[src/inc/brownout_monitor_defs.vh]
`ifndef BROWNOUT_MONITOR_DEFS_VH
`define BROWNOUT_MONITOR_DEFS_VH

// Register indices (printed offsets); byte address is four times the index
`define IDX_CONTROL_A        8'h00
`define IDX_THRESHOLD        8'h01
`define IDX_RESERVED_LO      8'h02
`define IDX_RESERVED_HI      8'h07
`define IDX_WARN_LEVEL       8'h08
`define IDX_WARN_INT_CTRL    8'h09
`define IDX_WARN_INT_FLAGS   8'h0a
`define IDX_WARN_STATUS      8'h0b
// Index of the unlock key register (not part of the printed map)
`define IDX_UNLOCK_KEY       8'h0f

// Field positions
`define CONTROL_A_SLEEP_LSB  0
`define CONTROL_A_ACTIVE_LSB 2
`define CONTROL_A_SAMPLE_BIT 4
`define THRESHOLD_LEVEL_LSB  0
`define WARN_CTRL_IE_BIT     0
`define WARN_CTRL_DIR_LSB    1
`define FLAG_BIT             0
`define STATUS_BIT           0

// Fuse byte layout: sleep 1:0, active 3:2, sample 4, level 7:5
`define FUSE_SLEEP_LSB       0
`define FUSE_ACTIVE_LSB      2
`define FUSE_SAMPLE_BIT      4
`define FUSE_LEVEL_LSB       5

// Reset values
`define RST_WARN_LEVEL       2'h0
`define RST_WARN_CTRL        2'h0
`define RST_FLAG             1'b0

// Mode encodings
`define MODE_OFF             2'h0
`define MODE_CONTINUOUS      2'h1
`define MODE_SAMPLED         2'h2
`define MODE_HALT_AT_WAKE    2'h3

// Direction encodings
`define DIR_FALLING          2'h0
`define DIR_RISING           2'h1
`define DIR_BOTH             2'h2

// Unlock key and window
// Key value is arbitrary
`define UNLOCK_KEY           8'ha5
`define UNLOCK_WINDOW        3'h4

// Sample timing
`define CLOCK_HZ             10000000
`define SAMPLE_FAST_HZ       128
`define SAMPLE_SLOW_HZ       32
`define SAMPLE_FAST_CYCLES   (`CLOCK_HZ / `SAMPLE_FAST_HZ)
`define SAMPLE_SLOW_CYCLES   (`CLOCK_HZ / `SAMPLE_SLOW_HZ)

// AXI responses
`define RESP_OKAY            2'h0
`define RESP_SLVERR          2'h2

`endif

[src/hw/sample_tick.v]
`include "brownout_monitor_defs.vh"

// Sampling strobe: one-cycle pulse at the selected rate
module sample_tick #(
    parameter FAST_CYCLES = `SAMPLE_FAST_CYCLES,
    parameter SLOW_CYCLES = `SAMPLE_SLOW_CYCLES
) (
    input  wire aclk,     // System clock
    input  wire aresetn,  // Synchronous reset, active low
    input  wire run,      // Count only while high
    input  wire slow,     // 0: fast rate, 1: slow rate
    output reg  tick      // One-cycle sample pulse
);
    reg  [19:0] count_q;
    wire [19:0] limit = slow ? SLOW_CYCLES[19:0] - 20'h00001 : FAST_CYCLES[19:0] - 20'h00001;

    always @(posedge aclk) begin
        if (!aresetn) begin
            count_q <= 20'h00000;
            tick    <= 1'b0;
        end else if (!run) begin
            count_q <= 20'h00000;
            tick    <= 1'b0;
        end else if (count_q >= limit) begin
            count_q <= 20'h00000;
            tick    <= 1'b1;
        end else begin
            count_q <= count_q + 20'h00001;
            tick    <= 1'b0;
        end
    end
endmodule

[src/hw/brownout_monitor_regs.v]
// Operation
// Sample bit picks 128 Hz or 32 Hz
// Sample bit loaded from fuse, read-only
// Sample bit needs no unlock
// Active mode field, bits 3:2, read-only
// Active codes: off, continuous, sampled, halt-wake
// Active mode loaded from fuse
// Sleep mode field bits 1:0, writable
// Sleep mode loaded from fuse, overwritable
// Threshold 3 bits read-only, upper zero
// Threshold loaded from fuse level bits
// Warning level off, 5, 15, 25 percent
// Direction: falling, rising, both; 3 reserved
// Interrupt enable is bit 0
// Matching crossing sets warning flag
// Flag updates only while detector enabled
// Status 0 above, 1 below threshold
// Software ignores status while detector off
// Sleep mode in standby, active on wake
// Sleep field write needs recent unlock
// Irq high while enable and flag set
// Monitor follows detector mode and sampling
// Writing one clears flag
// Unused bits and reserved offsets read zero
`include "brownout_monitor_defs.vh"

module brownout_monitor_regs #(
    parameter FAST_CYCLES = `SAMPLE_FAST_CYCLES,
    parameter SLOW_CYCLES = `SAMPLE_SLOW_CYCLES
) (
    input  wire        aclk,                 // System clock, 10 MHz
    input  wire        aresetn,              // Synchronous reset, active low
    input  wire [7:0]  detector_config_fuse, // Fuse byte, stable at reset release
    input  wire        deep_sleep,           // Standby or power-down entered
    input  wire        below_warning_raw,    // Monitor comparator, 1 = below threshold
    input  wire [7:0]  awaddr,               // AXI write address
    input  wire        awvalid,              // AXI write address valid
    output wire        awready,              // AXI write address ready
    input  wire [31:0] wdata,                // AXI write data
    input  wire [3:0]  wstrb,                // AXI write strobes
    input  wire        wvalid,               // AXI write data valid
    output wire        wready,               // AXI write data ready
    output reg  [1:0]  bresp,                // AXI write response
    output reg         bvalid,               // AXI write response valid
    input  wire        bready,               // AXI write response ready
    input  wire [7:0]  araddr,               // AXI read address
    input  wire        arvalid,              // AXI read address valid
    output wire        arready,              // AXI read address ready
    output reg  [31:0] rdata,                // AXI read data
    output reg  [1:0]  rresp,                // AXI read response
    output reg         rvalid,               // AXI read data valid
    input  wire        rready,               // AXI read data ready
    output reg  [1:0]  detector_mode,        // Mode in force for the analog detector
    output reg  [2:0]  brownout_threshold_level, // Threshold code to the analog detector
    output reg  [1:0]  warning_threshold_offset, // Warning offset code to the monitor
    output reg         sample_strobe,        // Sample pulse, only in sampled mode with monitor on
    output reg         monitor_active,       // Monitor powered
    output reg         halt_until_ready,     // Hold execution at wake-up
    output reg         warning_irq           // Interrupt request level
);
    localparam ST_IDLE = 2'b01;
    localparam ST_RESP = 2'b10;

    // Fuse-loaded fields
    reg        sample_rate_select_q;
    reg [1:0]  active_mode_q;
    reg [1:0]  sleep_mode_q;
    reg [2:0]  threshold_q;
    reg        fuse_loaded_q;
    // Software fields
    reg [1:0]  warn_level_q;
    reg [1:0]  warning_direction_select_q;
    reg        warning_irq_enable_q;
    reg        warning_irq_flag_q;
    reg        warning_level_state_q;
    reg [2:0]  unlock_cnt_q;
    // Synchronisers
    reg        below_s1_q;
    reg        below_s2_q;
    reg        sleep_s1_q;
    reg        sleep_s2_q;
    reg        below_prev_q;
    // Bus
    reg [1:0]  wstate_q;
    reg        aw_held_q;
    reg [7:0]  aw_addr_q;
    reg        w_held_q;
    reg [31:0] w_data_q;
    reg [3:0]  w_strb_q;

    wire [1:0] mode_now = sleep_s2_q ? sleep_mode_q : active_mode_q;
    wire       enabled  = (mode_now != `MODE_OFF);
    wire       sampled  = (mode_now == `MODE_SAMPLED);
    wire       mon_on   = enabled && (warn_level_q != `RST_WARN_LEVEL);
    wire       tick;

    sample_tick #(
        .FAST_CYCLES (FAST_CYCLES),
        .SLOW_CYCLES (SLOW_CYCLES)
    ) u_tick (
        .aclk    (aclk),
        .aresetn (aresetn),
        .run     (mon_on && sampled),
        .slow    (sample_rate_select_q),
        .tick    (tick)
    );

    // Continuous mode samples every cycle; sampled mode on the strobe
    wire take = mon_on && (sampled ? tick : 1'b1);

    function [7:0] reg_index;
        input [7:0] addr;
        begin
            reg_index = {2'b00, addr[7:2]};
        end
    endfunction

    function is_mapped;
        input [7:0] idx;
        begin
            is_mapped = (idx <= `IDX_WARN_STATUS) || (idx == `IDX_UNLOCK_KEY);
        end
    endfunction

    wire both_held = aw_held_q && w_held_q;
    assign awready = (wstate_q == ST_IDLE) && !aw_held_q;
    assign wready  = (wstate_q == ST_IDLE) && !w_held_q;
    assign arready = !rvalid;

    wire [7:0] widx    = reg_index(aw_addr_q);
    wire       wr_do   = (wstate_q == ST_IDLE) && both_held && w_strb_q[0];
    wire [7:0] wbyte   = w_data_q[7:0];
    wire       clr_hit = wr_do && (widx == `IDX_WARN_INT_FLAGS) && wbyte[`FLAG_BIT];

    // Crossing detection
    wire fell     = take && below_s2_q && !below_prev_q;
    wire rose     = take && !below_s2_q && below_prev_q;
    reg  crossing;
    always @* begin
        case (warning_direction_select_q)
            `DIR_FALLING: crossing = fell;
            `DIR_RISING:  crossing = rose;
            `DIR_BOTH:    crossing = fell || rose;
            default:      crossing = 1'b0;
        endcase
    end

    // Fuse load and pin synchronisers
    always @(posedge aclk) begin
        if (!aresetn) begin
            fuse_loaded_q        <= 1'b0;
            sample_rate_select_q <= 1'b0;
            active_mode_q        <= `MODE_OFF;
            threshold_q          <= 3'h0;
            below_s1_q           <= 1'b0;
            below_s2_q           <= 1'b0;
            sleep_s1_q           <= 1'b0;
            sleep_s2_q           <= 1'b0;
        end else begin
            below_s1_q <= below_warning_raw;
            below_s2_q <= below_s1_q;
            sleep_s1_q <= deep_sleep;
            sleep_s2_q <= sleep_s1_q;
            // Caught once after reset release; the fuse is static then
            if (!fuse_loaded_q) begin
                fuse_loaded_q        <= 1'b1;
                sample_rate_select_q <= detector_config_fuse[`FUSE_SAMPLE_BIT];
                active_mode_q        <= detector_config_fuse[`FUSE_ACTIVE_LSB +: 2];
                threshold_q          <= detector_config_fuse[`FUSE_LEVEL_LSB +: 3];
            end
        end
    end

    // Software-facing state
    always @(posedge aclk) begin
        if (!aresetn) begin
            sleep_mode_q               <= `MODE_OFF;
            warn_level_q               <= `RST_WARN_LEVEL;
            warning_direction_select_q <= `RST_WARN_CTRL;
            warning_irq_enable_q       <= 1'b0;
            warning_irq_flag_q         <= `RST_FLAG;
            warning_level_state_q      <= 1'b0;
            below_prev_q               <= 1'b0;
            unlock_cnt_q               <= 3'h0;
        end else begin
            if (!fuse_loaded_q)
                sleep_mode_q <= detector_config_fuse[`FUSE_SLEEP_LSB +: 2];
            if (take) begin
                warning_level_state_q <= below_s2_q;
                below_prev_q          <= below_s2_q;
            end
            // Unlock window counts register writes after the key
            if (wr_do && widx == `IDX_UNLOCK_KEY && wbyte == `UNLOCK_KEY)
                unlock_cnt_q <= `UNLOCK_WINDOW;
            else if (wr_do && unlock_cnt_q != 3'h0)
                unlock_cnt_q <= unlock_cnt_q - 3'h1;
            if (wr_do) begin
                case (widx)
                    `IDX_CONTROL_A:
                        if (unlock_cnt_q != 3'h0 && wbyte[`CONTROL_A_SLEEP_LSB +: 2] != `MODE_HALT_AT_WAKE) begin
                            sleep_mode_q <= wbyte[`CONTROL_A_SLEEP_LSB +: 2];
                        end
                    `IDX_WARN_LEVEL:
                        warn_level_q <= wbyte[1:0];
                    `IDX_WARN_INT_CTRL: begin
                        warning_irq_enable_q       <= wbyte[`WARN_CTRL_IE_BIT];
                        warning_direction_select_q <= wbyte[`WARN_CTRL_DIR_LSB +: 2];
                    end
                    default: ;
                endcase
            end
            // Set wins over a clear in the same cycle; never set while detector off, a write of one still clears it
            if (enabled && crossing)
                warning_irq_flag_q <= 1'b1;
            else if (clr_hit)
                warning_irq_flag_q <= 1'b0;
        end
    end

    // Write channel
    always @(posedge aclk) begin
        if (!aresetn) begin
            wstate_q  <= ST_IDLE;
            aw_held_q <= 1'b0;
            w_held_q  <= 1'b0;
            aw_addr_q <= 8'h00;
            w_data_q  <= 32'h00000000;
            w_strb_q  <= 4'h0;
            bvalid    <= 1'b0;
            bresp     <= `RESP_OKAY;
        end else begin
            case (wstate_q)
                ST_IDLE: begin
                    if (awvalid && awready) begin
                        aw_held_q <= 1'b1;
                        aw_addr_q <= awaddr;
                    end
                    if (wvalid && wready) begin
                        w_held_q <= 1'b1;
                        w_data_q <= wdata;
                        w_strb_q <= wstrb;
                    end
                    if (both_held) begin
                        bvalid    <= 1'b1;
                        bresp     <= is_mapped(widx) ? `RESP_OKAY : `RESP_SLVERR;
                        aw_held_q <= 1'b0;
                        w_held_q  <= 1'b0;
                        wstate_q  <= ST_RESP;
                    end
                end
                ST_RESP:
                    if (bready) begin
                        bvalid   <= 1'b0;
                        wstate_q <= ST_IDLE;
                    end
                default:
                    wstate_q <= ST_IDLE;
            endcase
        end
    end

    // Read channel
    reg [7:0] rbyte;
    wire [7:0] ridx = reg_index(araddr);
    always @* begin
        case (ridx)
            `IDX_CONTROL_A:      rbyte = {3'b000, sample_rate_select_q, active_mode_q, sleep_mode_q};
            `IDX_THRESHOLD:      rbyte = {5'b00000, threshold_q};
            `IDX_WARN_LEVEL:     rbyte = {6'b000000, warn_level_q};
            `IDX_WARN_INT_CTRL:  rbyte = {5'b00000, warning_direction_select_q, warning_irq_enable_q};
            `IDX_WARN_INT_FLAGS: rbyte = {7'b0000000, warning_irq_flag_q};
            `IDX_WARN_STATUS:    rbyte = {7'b0000000, warning_level_state_q};
            default:             rbyte = 8'h00;
        endcase
    end

    always @(posedge aclk) begin
        if (!aresetn) begin
            rvalid <= 1'b0;
            rdata  <= 32'h00000000;
            rresp  <= `RESP_OKAY;
        end else if (arvalid && arready) begin
            rvalid <= 1'b1;
            rdata  <= {24'h000000, rbyte};
            rresp  <= is_mapped(ridx) ? `RESP_OKAY : `RESP_SLVERR;
        end else if (rready) begin
            rvalid <= 1'b0;
        end
    end

    // Outputs to the analog side
    always @(posedge aclk) begin
        if (!aresetn) begin
            detector_mode            <= `MODE_OFF;
            brownout_threshold_level <= 3'h0;
            warning_threshold_offset <= 2'h0;
            sample_strobe            <= 1'b0;
            monitor_active           <= 1'b0;
            halt_until_ready         <= 1'b0;
            warning_irq              <= 1'b0;
        end else begin
            detector_mode            <= mode_now;
            brownout_threshold_level <= threshold_q;
            warning_threshold_offset <= warn_level_q;
            sample_strobe            <= tick;
            monitor_active           <= mon_on;
            halt_until_ready         <= (active_mode_q == `MODE_HALT_AT_WAKE);
            warning_irq              <= warning_irq_enable_q && warning_irq_flag_q;
        end
    end
endmodule

[config.mk]
export PLATFORM = sky130hd
export DESIGN_NAME = brownout_monitor_regs
export DESIGN_NICKNAME = d
export VERILOG_FILES = /design/src/hw/sample_tick.v /design/src/hw/brownout_monitor_regs.v
export VERILOG_INCLUDE_DIRS = /design/src /design/src/inc
export SDC_FILE = /design/constraint.sdc
export NUM_CORES = 1
export LEC_CHECK = 0
export BUFFER_PORTS_ARGS = -buffer_cell sky130_fd_sc_hd__clkbuf_2
export CAP_MARGIN = 20
export CORE_MARGIN = 4
export CORE_UTILIZATION = 55
export CTS_BUF_LIST = sky130_fd_sc_hd__clkbuf_16
export CTS_CLUSTER_SIZE = 12
export DETAILED_ROUTE_END_ITERATION = 6
export PLACE_DENSITY_LB_ADDON = 0.05
export RECOVER_POWER = 100
export SLEW_MARGIN = 25
export SYNTH_ARGS = -nofsm -noshare
export SYNTH_HDL_FRONTEND = slang
export SYNTH_HIERARCHICAL = 1
export SYNTH_SLANG_ARGS = --single-unit
[constraint.sdc]
create_clock -name aclk -period 4.4 [get_ports aclk]
set_clock_uncertainty 0.15 [all_clocks]
set_input_delay 0.66 -clock aclk [delete_from_list [all_inputs] [get_ports aclk]]
set_output_delay 0.66 -clock aclk [all_outputs]
set_load 0.02 [all_outputs]
==> impl_results.md <==
- Worst Hold Depth: 1
- Crit-path max FO: 19
- Setup bufs post-CTS: 0
- Cell count after placement: around 570
- PostCTS Resize Cnt: 0
- Synth cell count leaders: dfxtp_1, nor2_1, nand2_1, buf_4, a21oi_1
- Starting Density: 0.571
- Die Footprint: 8500 um2
- Flop-to-flop setup slack: 1550 ps
- Clock transition at the registers of the reported paths: 60 ps
- # IOs: approximately 120
- Setup crit start kind: register
- Synth area leader: dfxtp_1
- Min-delay src: below_s1_q$_SDFF_PN0_
- Crit share post-route: 0.648
- Grt ovf: 0
- First-pass GRT wire length: 13.0 mm
- Yosys reg bits: 83
- Arr. time, crit path: 2950 ps
- Slew headroom: -0.149
- Reg2reg end: u_tick/count_q[5]$_SDFF_PP0_
- Adder-cell share of the synthesized area: 0.0545
- FF-to-FF path depth: 6
- Total power: 1820 uW
- Via density per instance: 5.13
- Filler instances: just over 600
- RSZ-0062 raised after global routing: false
- Pre-Repair DR Iteration Count: 7
- Worst Path Required: 4500 ps
- Sum Neg Setup Slack: 0 ps
- Drt drc: 0
- CTS Buffer Depth: 2
- FFs w/ async S/R, synth: 0
- # diodes: 0
- Largest cells by area after synthesis: dfxtp_1, buf_4, ha_1, nor2_1, mux2i_1
- Cts hold-fix bufs: 0
- # nets final: 567
- Non-filler cells, final: between 500 and 600
- Synth Flop Type: dfxtp_1
- Synth top area share: 0.426
- Clk_lat worst skew: 320 ps
- Maxcap violations: 1
- PwrDens: 410 nW/um2
- Vias: 2985
- PortBufs: 60
- Vias in the first global route: 2798
- Synthesized area: 3900 um2
- Row count: 30
- Root cell of the clock tree: clkbuf_16
- Hold crit path type: reg2reg
- Mux contribution to synthesized area: 0.0696
- XOR/XNOR Fraction of Synth Area: 0.0449
- Synth Area per Inst: about 9.2 um2
- Peak supply drop: 0.251 mV
- Count leader, synth: dfxtp_1
- Largest net degree at the start of global routing: 40
- Routed WL per cell: ~13 um
- Total CTS buffers: 9
- Post-DP HPWL: about 5.6 mm
- Routed wire length: 7.76 mm
- Cell count after synthesis: 426
- First DRT Iteration DRCs: 185
- Static Leak: approximately 0.0018 uW
- Minimum clock period: about 2800 ps
- Worst Hold End: below_s2_q$_SDFF_PN0_
- Compound-Gate Fraction of Synth Area: 0.0908
- Final Setup Violations: 0
- Failing checks: capacitance limit, slew limit
- Sequential fraction of the synthesis area: 0.426
- Main combinational cell family by area after synthesis: simple AND/OR/NAND/NOR gates
- Number of routed nets with antenna violations: 0
- Slew Limit Fails: 40
- Chip height: between 90 and 100 um
- CTS tree: yes
- Post-synth EDFFs: 0
- H-tree levels: 3
- Critical Path Sink Type: register
- Core area: 6830 um2
- FF-to-FF Start: sample_rate_select_q$_SDFFE_PN0N_
- Fmax: 0.351 GHz
- Yosys cell types: 52
- Area Growth Syn to Fin: 13.9%
- Antenna violations before repair: 0
- Final hold violations: 0
- Least-Margin Pin Slew: 1720 ps
- # clock sinks: 83
- GRT Util Overall: 0.189
- GPL Wtd Cong: 0.743
- Post-Synth Simple-Gate Area: 0.225
- Layout cells sized above 1: 0.123
- Status: finished, violations left
- Warnings, synthesis: 6
- CP Class: reg2reg
- Die width: a little over 90 um
[cell families after synthesis]
family                   count (synthesis)
AND/OR/NAND/NOR                        171
other                                    1
adder cells (fa/ha/maj)                 17
multiplexers                            24
buffers and inverters                   56
XOR/XNOR                                20
AO/OA/AOI/OAI                           54
flip-flops                              83
[sequential cells by signal (all words and copies together), names as in the netlist, 3 cells and up]
| signal | cells |
|---|---|
| brownout_threshold_level | 3 |
| aw_addr_q | 6 |
| w_data_q | 8 |
| unlock_cnt_q | 3 |
| rdata | 5 |
| u_tick/count_q | 20 |
| threshold_q | 3 |
[routing by layer]
| layer | track usage | up-vias | wire (um) |
|---|---|---|---|
| met3 | 0.0517 | 11 | 466 |
| met2 | 0.290 | 82 | 3470 |
| met5 | 0 | - | 0 |
| li1 | - | 1511 | - |
| met1 | 0.250 | 1381 | 3690 |
| met4 | 0.0780 | 0 | 123 |
[cell usage in the layout, fill, tap and decap left out, types with 8 or more instances in the layout]
master	Yosys	routed
nor3_1	8	8
clkbuf_16	0	9
nand3_1	16	16
a21oi_1	21	21
clkbuf_2	0	37
xor2_1	16	16
ha_1	17	17
conb_1	1	29
mux2i_1	20	20
o21ai_0	13	13
nand2_1	39	39
nor2_1	55	55
clkbuf_1	9	24
dfxtp_1	83	83
inv_1	11	12
[where the power goes]
part,switching [uW],internal [uW],total [uW]
Combinational,89.7,47.9,138
Clock,279,606,885
Sequential,22.6,775,798
[stage by stage]
step / cell area, um2 / utilization / setup slack [ps] / hold WS (ps)
floorplan: 4010 / - / 2140 / 262
finish: 4440 / 0.650 / 1550 / 283
CTS: 4490 / 0.657 / 1690 / 284
global placement: 4130 / 0.604 / 1770 / 274
detailed placement: 4130 / 0.604 / 1690 / 270
global route: 4440 / 0.650 / 1250 / 320
[worst max path at each step]
stage / start / end / slack [ps] / cells after the start
after global routing: aresetn / rdata[0]$_SDFFE_PN0P_ / 1250 / 4
final: sample_rate_select_q$_SDFFE_PN0N_ / u_tick/count_q[5]$_SDFF_PP0_ / 1550 / 6
after CTS: sample_rate_select_q$_SDFFE_PN0N_ / u_tick/count_q[5]$_SDFF_PP0_ / 1690 / 7
after detailed placement: sample_rate_select_q$_SDFFE_PN0N_ / u_tick/count_q[5]$_SDFF_PP0_ / 1690 / 7
after floorplan: sample_rate_select_q$_SDFFE_PN0N_ / u_tick/count_q[10]$_SDFF_PP0_ / 2140 / 7
after global placement: sample_rate_select_q$_SDFFE_PN0N_ / u_tick/count_q[16]$_SDFF_PP0_ / 1770 / 7
[critical path, cell delays in order, from the launching register on]
cell and delay [ps]:
dfxtp_1 580, inv_1 270, ha_1 350, a2111o_1 360
a211oi_1 460, o2111ai_4 350, nor2_1 240
[area by class of cell]
cell class	instances	area (um2)	area share
inverter	11	41.3	0.00929
clock buffer	9	225	0.0507
tap	96	120	0.0270
multi-input combinational	315	1990	0.447
sequential	83	1660	0.374
timing repair buffer	61	275	0.0620
clock inverter	7	131	0.0296
No activity file was read; power rests on OpenSTA's default activity.
